## src/common/cfg_port_defs.vh

```
// constants for the configuration port mode and suspend status block
// assumes inclusion by bare name from the design files
`ifndef CFG_PORT_DEFS_VH
`define CFG_PORT_DEFS_VH
`define ROLE_SMBUS_HOST 1'h0
`define ROLE_EEPROM 1'h1
`define STRAP_RESET_VALUE 1'h0
`define SYNC_STAGES 2
`define STRAP_SETTLE_EDGES 2'h2
`define STRAP_COUNT_RESET 2'h0
`endif

```

## src/logic/config_port_mode_and_suspend_status.v

```verilog
// configuration port role select, low-power strap latch and suspend status outputs
// assumes one hub clock, asynchronous active-low reset, pins synchronised here
//
// Summary of operation
// - role select high: two-wire port serves an attached eeprom.
// - role select low: two-wire port serves an external smbus host.
// - data pin level caught at reset release is default for u1/u2.
// - strap high disables u1/u2; strap low enables them.
// - with eeprom or smbus host present, configuration bit decides instead of strap.
// - high-speed suspend output is 1 while that upstream port is suspended.
// - usb 3.0 suspend output is 1 while that upstream port is suspended.
`timescale 1ns/1ps
`include "cfg_port_defs.vh"
module config_port_mode_and_suspend_status
(
	input wire clk,
	input wire arst_n,
	input wire ce,
	input wire config_port_role_select,
	input wire config_port_clock_pin_in,
	input wire config_port_data_pin_in,
	input wire eeprom_clock_out,
	input wire eeprom_clock_oe,
	input wire eeprom_data_out,
	input wire eeprom_data_oe,
	input wire smbus_data_out,
	input wire smbus_data_oe,
	input wire external_config_present,
	input wire link_low_power_disable_bit,
	input wire hs_port_suspended,
	input wire usb3_port_suspended,
	output wire config_port_clock_pin_out,
	output wire config_port_clock_pin_oe,
	output wire config_port_data_pin_out,
	output wire config_port_data_pin_oe,
	output reg eeprom_role_active,
	output reg smbus_role_active,
	output reg port_clock_level,
	output reg port_data_level,
	output reg config_port_data_strap,
	output reg u1u2_disabled,
	output reg high_speed_upstream_suspended,
	output reg usb3_upstream_suspended
);
////////////////////////////////////////////////////////////////////////////////
// strap capture states

localparam [1:0] strap_settling = 2'h0;
localparam [1:0] strap_sampling = 2'h1;
localparam [1:0] strap_held = 2'h2;

////////////////////////////////////////////////////////////////////////////////
// helpers

// eeprom-side or smbus-side value by the registered role
function pick_by_role;
	input eeprom_role;
	input eeprom_val;
	input smbus_val;
	begin
		pick_by_role = eeprom_role ? eeprom_val : smbus_val;
	end
endfunction

// synchronised select level to eeprom role
function role_is_eeprom;
	input role_level;
	begin
		role_is_eeprom = (role_level == `ROLE_EEPROM);
	end
endfunction

// synchronised select level to smbus host role
function role_is_smbus;
	input role_level;
	begin
		role_is_smbus = (role_level == `ROLE_SMBUS_HOST);
	end
endfunction

////////////////////////////////////////////////////////////////////////////////
// input synchronisers; only the second stage is read

wire role_sync;
wire clk_pin_sync;
wire data_pin_sync;

pin_sync u_role
(
	.clk(clk),
	.arst_n(arst_n),
	.ce(ce),
	.async_in(config_port_role_select),
	.sync_out(role_sync)
);

pin_sync u_scl
(
	.clk(clk),
	.arst_n(arst_n),
	.ce(ce),
	.async_in(config_port_clock_pin_in),
	.sync_out(clk_pin_sync)
);

pin_sync u_sda
(
	.clk(clk),
	.arst_n(arst_n),
	.ce(ce),
	.async_in(config_port_data_pin_in),
	.sync_out(data_pin_sync)
);

////////////////////////////////////////////////////////////////////////////////
// pin drive by role; the smbus side never drives the clock

assign config_port_clock_pin_out = pick_by_role(eeprom_role_active, eeprom_clock_out, 1'h0);
assign config_port_clock_pin_oe = pick_by_role(eeprom_role_active, eeprom_clock_oe, 1'h0);
assign config_port_data_pin_out = pick_by_role(eeprom_role_active, eeprom_data_out, smbus_data_out);
assign config_port_data_pin_oe = pick_by_role(eeprom_role_active, eeprom_data_oe, smbus_data_oe);

////////////////////////////////////////////////////////////////////////////////
// registered role

always @(posedge clk or negedge arst_n)
begin
	if (!arst_n)
	begin
		eeprom_role_active <= 1'h0;
		smbus_role_active <= 1'h0;
	end
	else if (ce)
	begin
		eeprom_role_active <= role_is_eeprom(role_sync);
		smbus_role_active <= role_is_smbus(role_sync);
	end
end

////////////////////////////////////////////////////////////////////////////////
// registered pin levels

always @(posedge clk or negedge arst_n)
begin
	if (!arst_n)
	begin
		port_clock_level <= 1'h0;
		port_data_level <= 1'h0;
	end
	else if (ce)
	begin
		port_clock_level <= clk_pin_sync;
		port_data_level <= data_pin_sync;
	end
end

////////////////////////////////////////////////////////////////////////////////
// strap capture
// the data pin must stay put for a few cycles around reset release:
// the sync flops start at zero, so the strap waits until they are flushed

reg [1:0] strap_state;
reg [1:0] next_strap_state;
reg [1:0] settle_count;
reg [1:0] next_settle_count;
reg next_strap;
wire strap_valid;

assign strap_valid = (strap_state == strap_held);

always @*
begin
	next_strap_state = strap_state;
	next_settle_count = settle_count;
	next_strap = config_port_data_strap;
	case (strap_state)
	strap_settling:
	begin
		next_settle_count = settle_count + 2'h1;
		if (settle_count == `STRAP_SETTLE_EDGES - 2'h1)
			next_strap_state = strap_sampling;
	end
	strap_sampling:
	begin
		next_strap = data_pin_sync;
		next_strap_state = strap_held;
	end
	strap_held:
	begin
		next_strap_state = strap_held;
	end
	default:
	begin
		next_strap_state = strap_held;
	end
	endcase
end

always @(posedge clk or negedge arst_n)
begin
	if (!arst_n)
	begin
		strap_state <= strap_settling;
		settle_count <= `STRAP_COUNT_RESET;
		config_port_data_strap <= `STRAP_RESET_VALUE;
	end
	else if (ce)
	begin
		strap_state <= next_strap_state;
		settle_count <= next_settle_count;
		config_port_data_strap <= next_strap;
	end
end

////////////////////////////////////////////////////////////////////////////////
// u1/u2 decision; without external config present, low-power states stay enabled until the strap is known

reg next_u1u2_disabled;

always @*
begin
	next_u1u2_disabled = `STRAP_RESET_VALUE;
	if (external_config_present)
		next_u1u2_disabled = link_low_power_disable_bit;
	else if (strap_valid)
		next_u1u2_disabled = config_port_data_strap;
end

always @(posedge clk or negedge arst_n)
begin
	if (!arst_n)
		u1u2_disabled <= 1'h0;
	else if (ce)
		u1u2_disabled <= next_u1u2_disabled;
end

////////////////////////////////////////////////////////////////////////////////
// suspend status outputs

always @(posedge clk or negedge arst_n)
begin
	if (!arst_n)
	begin
		high_speed_upstream_suspended <= 1'h0;
		usb3_upstream_suspended <= 1'h0;
	end
	else if (ce)
	begin
		high_speed_upstream_suspended <= hs_port_suspended;
		usb3_upstream_suspended <= usb3_port_suspended;
	end
end

endmodule

```

## src/logic/pin_sync.v

```verilog
// two-flop synchroniser for one asynchronous level
// assumes clk is the hub clock and arst_n an asynchronous active-low reset
`timescale 1ns/1ps
module pin_sync
(
	input wire clk,
	input wire arst_n,
	input wire ce,
	input wire async_in,
	output reg sync_out
);
reg stage1;
always @(posedge clk or negedge arst_n)
begin
	if (!arst_n)
	begin
		stage1 <= 1'h0;
		sync_out <= 1'h0;
	end
	else if (ce)
	begin
		stage1 <= async_in;
		sync_out <= stage1;
	end
end
endmodule

```

## config.mk

```make
export PLATFORM = sky130hd
export DESIGN_NAME = config_port_mode_and_suspend_status
export DESIGN_NICKNAME = d
export VERILOG_FILES = /design/src/logic/config_port_mode_and_suspend_status.v /design/src/logic/pin_sync.v
export VERILOG_INCLUDE_DIRS = /design/src /design/src/common
export SDC_FILE = /design/constraint.sdc
export NUM_CORES = 1
export LEC_CHECK = 0
export BUFFER_PORTS_ARGS = -buffer_cell sky130_fd_sc_hd__clkbuf_2
export CAP_MARGIN = 10
export CORE_UTILIZATION = 46
export DETAILED_ROUTE_END_ITERATION = 10
export GPL_ROUTABILITY_DRIVEN = 0
export PLACE_DENSITY_LB_ADDON = 0.08
export SLEW_MARGIN = 40
export SYNTH_ARGS = -nofsm -noshare
export SYNTH_HDL_FRONTEND = slang
export SYNTH_SLANG_ARGS = --single-unit
```

## constraint.sdc

```tcl
create_clock -name clk -period 1.1 [get_ports clk]
set_input_delay 0.22 -clock clk [delete_from_list [all_inputs] [get_ports clk]]
set_output_delay 0.22 -clock clk [all_outputs]
set_load 0.005 [all_outputs]
```

### After elaboration in Yosys (flattened, before gate mapping)

Cells that the tools add are included.
Widths: inputs -> output; s select.

* flip-flop bits (word level): 18
* logic and storage cells: 34

* add/subtract/negate cells: 1
* equality and inequality tests: 4
* mux-type cells: 8
* bitwise logic cells: 1
* reductions and logical operators: 4

Operators with widths (count)
* $mux 1: 6
* $reduce_and 2->1: 3
* $eq 2x1->1 const B: 2
* $mux 2: 2
* $add 2x1->2 const B: 1
* $eq 2x2->1 const B: 1
* $logic_not 2->1: 1
* $ne 2x2->1 const B: 1
* $not 1->1: 1

### Longest topological paths before layout

Gate-level depths: netlist (run 1).

* depth after elaboration: 3
* gate-level depth with buffers: 4
* mapped depth without buffers: 3

### By module

From an unflattened synthesis (run 1), not the netlist that was laid out.

* cells, all modules: 50
* area total of the unflattened synthesis: 750.7 um2

By module, submodules not included
* config_port_mode_and_suspend_status: instances 1, cells each 38, area each 533.0 um2, seq. area each 300.3 um2
* pin_sync: instances 3, cells each 4, area each 72.6 um2, seq. area each 50.0 um2

### Worst setup path before layout (run 1)

OpenSTA, ideal clock, no wires.

* path type: flip-flop to output port
* start point: reg eeprom_role_active
* end point: out config_port_data_pin_oe
* data arrival time: 0.748 ns
* data required time: 0.880 ns
* slack: 0.132 ns
* cell stages (with the launch flop): 2
* buffers on the path: 0
* path through: dfrtp_1 mux2_2

* longest elaborated chain between the ends: 1

Ends and longest elaborated chain
* from (decl): RTL line config_port_mode_and_suspend_status.v:36 `output reg eeprom_role_active,`
* from (signal assigned): RTL line config_port_mode_and_suspend_status.v:135 `eeprom_role_active <= role_is_eeprom(role_sync);`
* $mux 1: RTL line config_port_mode_and_suspend_status.v:61 `pick_by_role = eeprom_role ? eeprom_val : smbus_val;`
* to (decl): RTL line config_port_mode_and_suspend_status.v:35 `output wire config_port_data_pin_oe,`

Every way passes these cells.

### Final worst setup path (run 1)

Ends and elaborated chain as after synthesis.

==> flow_results.org, run 1 <==
** Outcome
- The flow ran to the end, but the final reports show violations.
- The final reports fail on negative setup slack.

** Floorplan
- Die Outline Area :: 1820 µm²
- Initial standard-cell utilization of the core :: 0.499
- Row count :: 14
- From left edge to right edge, the die measures 42.7 µm.
- Floorplan core area :: 1520 µm²
- The floorplan step set the die height to 42.7 µm.
- IO Pins :: 28

** Routing
- Detail-routed net length per standard cell :: 11.6 µm
- For this block, the routed nets add up to roughly 1.2 mm of wire.
- For this run, the detailed router's first-pass iteration total came to 1.
- In this run the remaining antenna-violating nets after routing total 0.
- DRC violation total after the first TritonRoute iteration :: 0
- The detailed router placed just under 500 vias in this run.
- Vias per std cell :: 4.96
- For this run, design rule violations remaining after detail routing come to 0.

** Synthesis
- Synthesized cell area :: 761 µm²
- Synthesized area divided by synthesized cell count :: 14.9 µm²
- Counting distinct cell types in the post-synthesis netlist gives 18.
- The Yosys step of the flow raised 0 warnings.
- Synthesis-stage register bit count :: 18
- Number of standard cells after synthesis :: 51
- Sequential fraction of the synthesis area :: 0.592
- By area the synthesized netlist is led by sky130_fd_sc_hd__dfrtp_1, sky130_fd_sc_hd__mux2_2, sky130_fd_sc_hd__buf_6.
- Area leader, netlist :: sky130_fd_sc_hd__dfrtp_1
- Net count after synthesis :: 68
- Post-synth top area share :: 0.592

** Global routing
- For this run, the total global-route usage over all layers was measured as 0.165.
- The number of antenna violations at the first check in global routing came to 0.
- Vias in the first global route :: 538
- Maximum number of pins on one net before global-route repair :: 19
- Sum of overflow across all layers after global routing :: 0
- The first global-routing pass estimated 2.21 mm of wire.

** Finish
- Nets :: 102
- The area growth from synthesis to layout is 29.1%.
- The repair_antennas step left the layout with diodes totalling 0.
- For this run, the share of the core covered by cells in the final layout is 0.644.
- Number of fillers in the final layout :: between 100 and 150
- Fraction of layout cells with a size suffix above 1 :: 0.583

** Hold path
- The worst hold path belongs to the class input port to register.
- The startpoint identified for the worst hold timing path is link_low_power_disable_bit.

** Clock tree
- The root buffer cell chosen for the clock tree is sky130_fd_sc_hd__clkbuf_4.
- Clock insertion delay at the later pin of the skew report :: 290 ps
- The tree built by TritonCTS fans out to 18 sinks.
- Maximum buffer depth of the clock tree :: 2
- In this run the number of H-tree levels came out at 1.
- TritonCTS built the clock tree.
- TritonCTS created 3 clock buffers.
- Clock transition at the registers of the reported paths :: 90 ps
- Number of buffers inserted by post-CTS setup repair :: 0

** STA
- The max-slew violation count is 0.
- Headroom to the max-slew limit came out at 0.716.
- Setup violations remaining at the end of the flow were counted as 5.
- Setup repair after global routing missed its margin :: yes
- In the post-route analysis, the smallest setup slack over all paths is -256 ps.
- Final Critical Period :: 1360 ps
- For this run, the top clock speed supported by timing is 737 MHz.
- In the finished design, the share of the clock period the worst path needs comes to 1.23.
- Hold Violations, Final :: 0
- Setup clock skew after layout :: 1.18 ps
- The tightest hold path in the finished design has a slack of 154 ps.
- Pin slew with the least headroom to its limit :: 426 ps

** Critical path
- Required time worst endpoint :: ~880 ps
- Setup crit end kind :: output pin
- Worst setup path startpoint :: eeprom_role_active$_DFFE_PN0P_
- The critical path is of the register to output pin type.
- STA classifies the critical path startpoint as a register.
- Data on the critical path arrives at its endpoint at 1140 ps.
- In this run the critical register-to-register path is launched from strap_state[0]$_DFFE_PN0P_.
- Along the worst path, the maximum fanout reaches 3.
- Setup slack, reg-to-reg :: 60 ps

** Power
- The analysis attributes to cell leakage a power of 0.489 nW.
- IR drop worst, VDD :: 0.00110 V
- In this run the power density over the cells is 1730 nW/µm².

** Placement
- Placed wire-length estimate :: 896 µm
- Post-Place Setup Slack :: 62.4 ps
- The count of buffers added on input and output ports is 27.

** Run
- The tool flagged a number of max-cap violations equal to 0.
[Yosys cell counts]
cell and n:
sky130_fd_sc_hd__dfrtp_1 18, sky130_fd_sc_hd__mux2_2 14, sky130_fd_sc_hd__and2_1 2, sky130_fd_sc_hd__buf_6 2, sky130_fd_sc_hd__inv_1 2, sky130_fd_sc_hd__a21o_1 1, sky130_fd_sc_hd__a22o_1 1, sky130_fd_sc_hd__a31oi_1 1
sky130_fd_sc_hd__ha_1 1, sky130_fd_sc_hd__mux2i_1 1, sky130_fd_sc_hd__nand2_1 1, sky130_fd_sc_hd__nand2b_1 1, sky130_fd_sc_hd__nand3b_1 1, sky130_fd_sc_hd__nand4bb_1 1, sky130_fd_sc_hd__nor2_1 1, sky130_fd_sc_hd__nor3b_4 1
sky130_fd_sc_hd__o21ai_0 1, sky130_fd_sc_hd__xor2_1 1
[cell usage in the layout, fill, tap and decap left out]
master                          instances
sky130_fd_sc_hd__a21o_1                 1
sky130_fd_sc_hd__a22o_1                 1
sky130_fd_sc_hd__a31oi_1                1
sky130_fd_sc_hd__and2_1                 2
sky130_fd_sc_hd__buf_12                 1
sky130_fd_sc_hd__buf_4                  2
sky130_fd_sc_hd__clkbuf_2              27
sky130_fd_sc_hd__clkbuf_4               3
sky130_fd_sc_hd__clkbuf_8               1
sky130_fd_sc_hd__dfrtp_1               18
sky130_fd_sc_hd__dlygate4sd3_1          1
sky130_fd_sc_hd__ha_1                   1
sky130_fd_sc_hd__inv_1                  2
sky130_fd_sc_hd__mux2_2                12
sky130_fd_sc_hd__mux2_4                 2
sky130_fd_sc_hd__mux2i_1                1
sky130_fd_sc_hd__nand2_1                1
sky130_fd_sc_hd__nand2b_1               1
sky130_fd_sc_hd__nand3b_1               1
sky130_fd_sc_hd__nand4bb_1              1
sky130_fd_sc_hd__nor2_1                 1
sky130_fd_sc_hd__nor3b_4                1
sky130_fd_sc_hd__o21ai_0                1
sky130_fd_sc_hd__xor2_1                 1
[flip-flops by register name (all words and copies together) (netlist names)]
register,flops
strap_state,2
u_role.sync_out,1
smbus_role_active,1
settle_count,2
u_sda.sync_out,1
eeprom_role_active,1
config_port_data_strap,1
high_speed_upstream_suspended,1
u_scl.sync_out,1
u_scl.stage1,1
port_clock_level,1
u_sda.stage1,1
u1u2_disabled,1
usb3_upstream_suspended,1
port_data_level,1
u_role.stage1,1
[report_power, final]
part | internal, mW | total, mW | leakage, nW | switching, mW
Clock | 0.202 | 0.393 | 0.0210 | 0.191
Combinational | 0.251 | 0.400 | 0.256 | 0.149
Sequential | 0.805 | 0.909 | 0.212 | 0.104
Total | 1.26 | 1.70 | 0.489 | 0.444
[per-layer routing]
| metal | track usage | vias to the layer above | part of all wire |
|---|---|---|---|
| li1 | - | 244 | - |
| met1 | 0.181 | 233 | 0.44 |
| met2 | 0.294 | 19 | 0.48 |
| met3 | 0.0809 | 0 | 0.081 |
| met4 | 0.0188 | 0 | 0 |
| met5 | 0 | - | 0 |
[worst max-delay path, stage by stage (launching register included)]
cell and delay (ps):
sky130_fd_sc_hd__dfrtp_1 430, sky130_fd_sc_hd__mux2_4 310, sky130_fd_sc_hd__clkbuf_2 110
[stage by stage]
step                instance area, µm²  instances  setup TNS (ps)  total power, mW
global route                       982        100           -1350             1.82
finish                             982        100           -1070             1.70
floorplan                          761         51               0             1.14
CTS                                982        100           -1130             1.74
detailed placement                 928         95               0             1.32
global placement                   928         95               0             1.30
[layout make-up]
class / instances / area (µm²) / share of cell area
Clock buffer: 4 / 36.3 / 0.0369
Inverter: 2 / 7.51 / 0.00764
Multi-Input combinational cell: 29 / 288 / 0.293
Sequential cell: 18 / 450 / 0.459
Tap cell: 16 / 20.0 / 0.0204
Timing Repair Buffer: 31 / 180 / 0.183
[cell families (layout without fill, tap and decap cells)]
kind of cell / after synthesis / after routing / synth area share
DFF: 18 / 18 / 0.592
muxes: 15 / 15 / 0.220
adders and majority gates: 1 / 1 / 0.0164
AOI/OAI and AO/OA: 4 / 4 / 0.0362
xor gates and xnor gates: 1 / 1 / 0.0115
buffers and inverters: 4 / 37 / 0.0395
and+or+nand+nor: 8 / 8 / 0.0839
[path summary, 6_finish.rpt]
kind | endpoint | cells after the start
setup / recovery | config_port_data_pin_oe | 2
hold / removal | u1u2_disabled$_DFFE_PN0P_ | 3
setup reg to reg | config_port_data_strap$_DFFE_PN0P_ | 2
hold reg to reg | settle_count[0]$_DFFE_PN0P_ | 1
max in group asynchronous | usb3_upstream_suspended$_DFFE_PN0P_ | 2
min in group asynchronous | smbus_role_active$_DFFE_PN0P_ | 2
[timing repair]
action                                  CTS  global route
cloned                                    0             0
resized for setup                         2             0
hold buffers                              1             0
endpoints found under the hold margin    18             0
endpoints found under the setup margin    5             5
Note: power is estimated with default switching activity, not from simulation.
==> run 2: changes to the inputs <==
--- a/config.mk
+++ b/config.mk
@@ -12,6 +12,7 @@
 export DETAILED_ROUTE_END_ITERATION = 10
 export GPL_ROUTABILITY_DRIVEN = 0
 export PLACE_DENSITY_LB_ADDON = 0.08
+export SETUP_SLACK_MARGIN = 0.2
 export SLEW_MARGIN = 40
 export SYNTH_ARGS = -nofsm -noshare
 export SYNTH_HDL_FRONTEND = slang
==> flow_results.org, run 2 (synthesis results as in run 1) <==
** Clock tree
- Number of H-tree levels :: 1
- For the worst-skew pair, the clock arrives at the later sink with an insertion delay of between 200 and 300 ps.
- TritonCTS clock tree :: done
- In this run the deepest clock path goes through 2 buffers.
- Clock tree synthesis selected as its root buffer the cell sky130_fd_sc_hd__clkbuf_4.
- Buffers inserted during clock tree synthesis total 3.
- TritonCTS sink count :: 18
- Clock-pin slew was measured on the worst setup and hold paths at about 90 ps.

** STA
- The hold violation total from the final report came to 0.
- Once routing completed, OpenROAD measured the worst setup slack at -257 ps.
- Setup repair after global routing missed its margin :: yes
- Setup clock skew after layout :: 0.298 ps
- Pin slew with the least headroom to its limit :: 434 ps
- Dividing the final minimum period by the clock period gives 1.23.
- Final hold analysis gives a worst-case slack of approximately 170 ps.
- Final Setup Violations :: 5
- The max-slew violation count is 0.
- After layout, the minimum clock period comes to roughly 1400 ps.
- For this run, the top clock speed supported by timing is 737 MHz.
- Headroom to the max-slew limit came out at 0.711.

** Routing
- Dividing the detail-routed wire length by the instance count gives 11.4 µm.
- The routed design has roughly 1.2 mm of wire.
- After the first detailed-routing iteration, the DRC count stood at 4.
- DRC violations left :: 0
- Once detail routing completed, the nets flagged for antenna violations numbered 0.
- After detailed routing, the number of vias per cell comes to 4.98.
- The pre-antenna-repair detailed-routing pass consisted of 2 iterations.
- For this block, the via count after detailed routing is around 520.

** Power
- Static Leakage :: 0.510 nW
- IR drop worst, VDD :: 0.00115 V
- Power per cell area :: approximately 1700 nW/µm²

** Hold path
- For hold timing, the worst endpoint is high_speed_upstream_suspended$_DFFE_PN0P_.
- The path class of the tightest hold or removal check is input port to register.
- The worst hold path passes through 2 cells.
- Hold_sp :: hs_port_suspended

** Placement
- The HPWL after detailed placement is 915 µm.
- The count of buffers added on input and output ports is 27.
- The placed instances occupy a cell area of 923 µm².
- Post-Place Setup Slack :: 25.6 ps

** Critical path
- Setup slack, reg-to-reg :: 70 ps
- The critical path is of the register to output pin type.
- In this run the worst path has a maximum fanout of 5.
- Required time worst endpoint :: 880 ps
- The worst register-to-register path begins at strap_state[1]$_DFFE_PN0P_.
- Setup crit end kind :: output pin
- STA puts the critical path data arrival time at 1140 ps.
- The worst setup path is launched from a register.
- Length in cells of the worst reg-to-reg path :: 2
- Endpoint of the worst register-to-register path :: config_port_data_strap$_DFFE_PN0P_

** Global routing
- In the global route stage, overall resource usage came out at 0.151.
- First-pass GRT wire length :: 2.05 mm
- Maximum number of pins on one net before global-route repair :: 19
- Global routing finished with a remaining overflow of 0.
- The number of antenna violations at the first check in global routing is 0.
- Vias in the first global route :: 502

** Finish
- Largest registers in the final layout :: settle_count (2), strap_state (2)
- The area growth from synthesis to layout is 33.6%.
- Number of fillers in the final layout :: 126
- The top cell types in the final layout, fill and taps aside, are sky130_fd_sc_hd__clkbuf_2, sky130_fd_sc_hd__dfrtp_1, sky130_fd_sc_hd__mux2_2.
- Nets :: 108
- After routing the design area is about 1000 µm².
- Leading cell type in the layout, fill and taps excluded :: sky130_fd_sc_hd__clkbuf_2
- At the end of the flow the core is filled with cells to 0.667.
- Fraction of layout cells with a size suffix above 1 :: 0.640
- Number of diodes :: 0

** Floorplan
- Die Outline Area :: 1820 µm²
- Initial standard-cell utilization of the core :: 0.499
- Die width :: 42.7 µm
- The core region is roughly 1500 µm².
- From bottom edge to top edge, the die measures 42.7 µm.
- The initialized floorplan defines 14 standard-cell rows.
- IO Pins :: 28

** Outcome
- The flow ran to the end, but the final reports show violations.
- The final reports fail on negative setup slack.

** Run
- Number of max-capacitance violations reported :: 0
[run 2: per-layer routing]
metal | GRT usage | up-vias | part of all wire
li1 | - | 257 | -
met5 | 0 | - | 0
met1 | 0.205 | 249 | 0.45
met3 | 0.0383 | 0 | 0.056
met2 | 0.233 | 17 | 0.49
met4 | 0.0563 | 0 | 0
[run 2: per-stage QoR]
step           power (mW)  setup TNS (ps)  std cells
6_report             1.73            -906        105
5_1_grt              1.84           -1110        105
3_3_place_gp         1.30               0         95
2_1_floorplan        1.15               0         51
4_1_cts              1.71            -991        104
3_5_place_dp         1.32               0         95
[run 2: worst max-delay path, cell delays in order, from the launching register on]
cell and delay, ps:
sky130_fd_sc_hd__dfrtp_2 450, sky130_fd_sc_hd__mux2_4 300, sky130_fd_sc_hd__clkbuf_2 110
[run 2: worst max path at each step]
stage | startpoint | to | slack [ps] | cells past startpoint
finish | eeprom_role_active$_DFFE_PN0P_ | config_port_data_pin_oe | -260 | 2
global route | eeprom_role_active$_DFFE_PN0P_ | config_port_data_pin_oe | -300 | 2
CTS | eeprom_role_active$_DFFE_PN0P_ | config_port_data_pin_oe | -280 | 2
detailed placement | eeprom_role_active$_DFFE_PN0P_ | config_port_data_pin_oe | 30 | 2
global placement | eeprom_role_active$_DFFE_PN0P_ | config_port_data_pin_oe | 50 | 2
floorplan | eeprom_role_active$_DFFE_PN0P_ | config_port_data_pin_oe | 140 | 1
[run 2: area by class of cell]
type	instances	area, µm²	area share
inverter	2	7.51	0.00739
multi-input combinational	29	292	0.287
timing repair buffer	37	220	0.217
tap	16	20.0	0.0197
clock buffer	3	22.5	0.0222
sequential	18	454	0.447
[run 2: where the power goes]
part | total [mW] | internal, mW | leakage, nW | switching [mW]
Sequential | 0.918 | 0.811 | 0.209 | 0.107
Combinational | 0.511 | 0.336 | 0.287 | 0.174
Clock | 0.302 | 0.127 | 0.0138 | 0.175
Total | 1.73 | 1.27 | 0.510 | 0.456
[run 2: repair_timing]
action                     CTS  global route
gates resized for setup      3             4
setup buffers                5             1
hold endpoints to repair    18             0
hold buffers                 1             0
pin swaps                    4             3
setup endpoints to repair   17            17
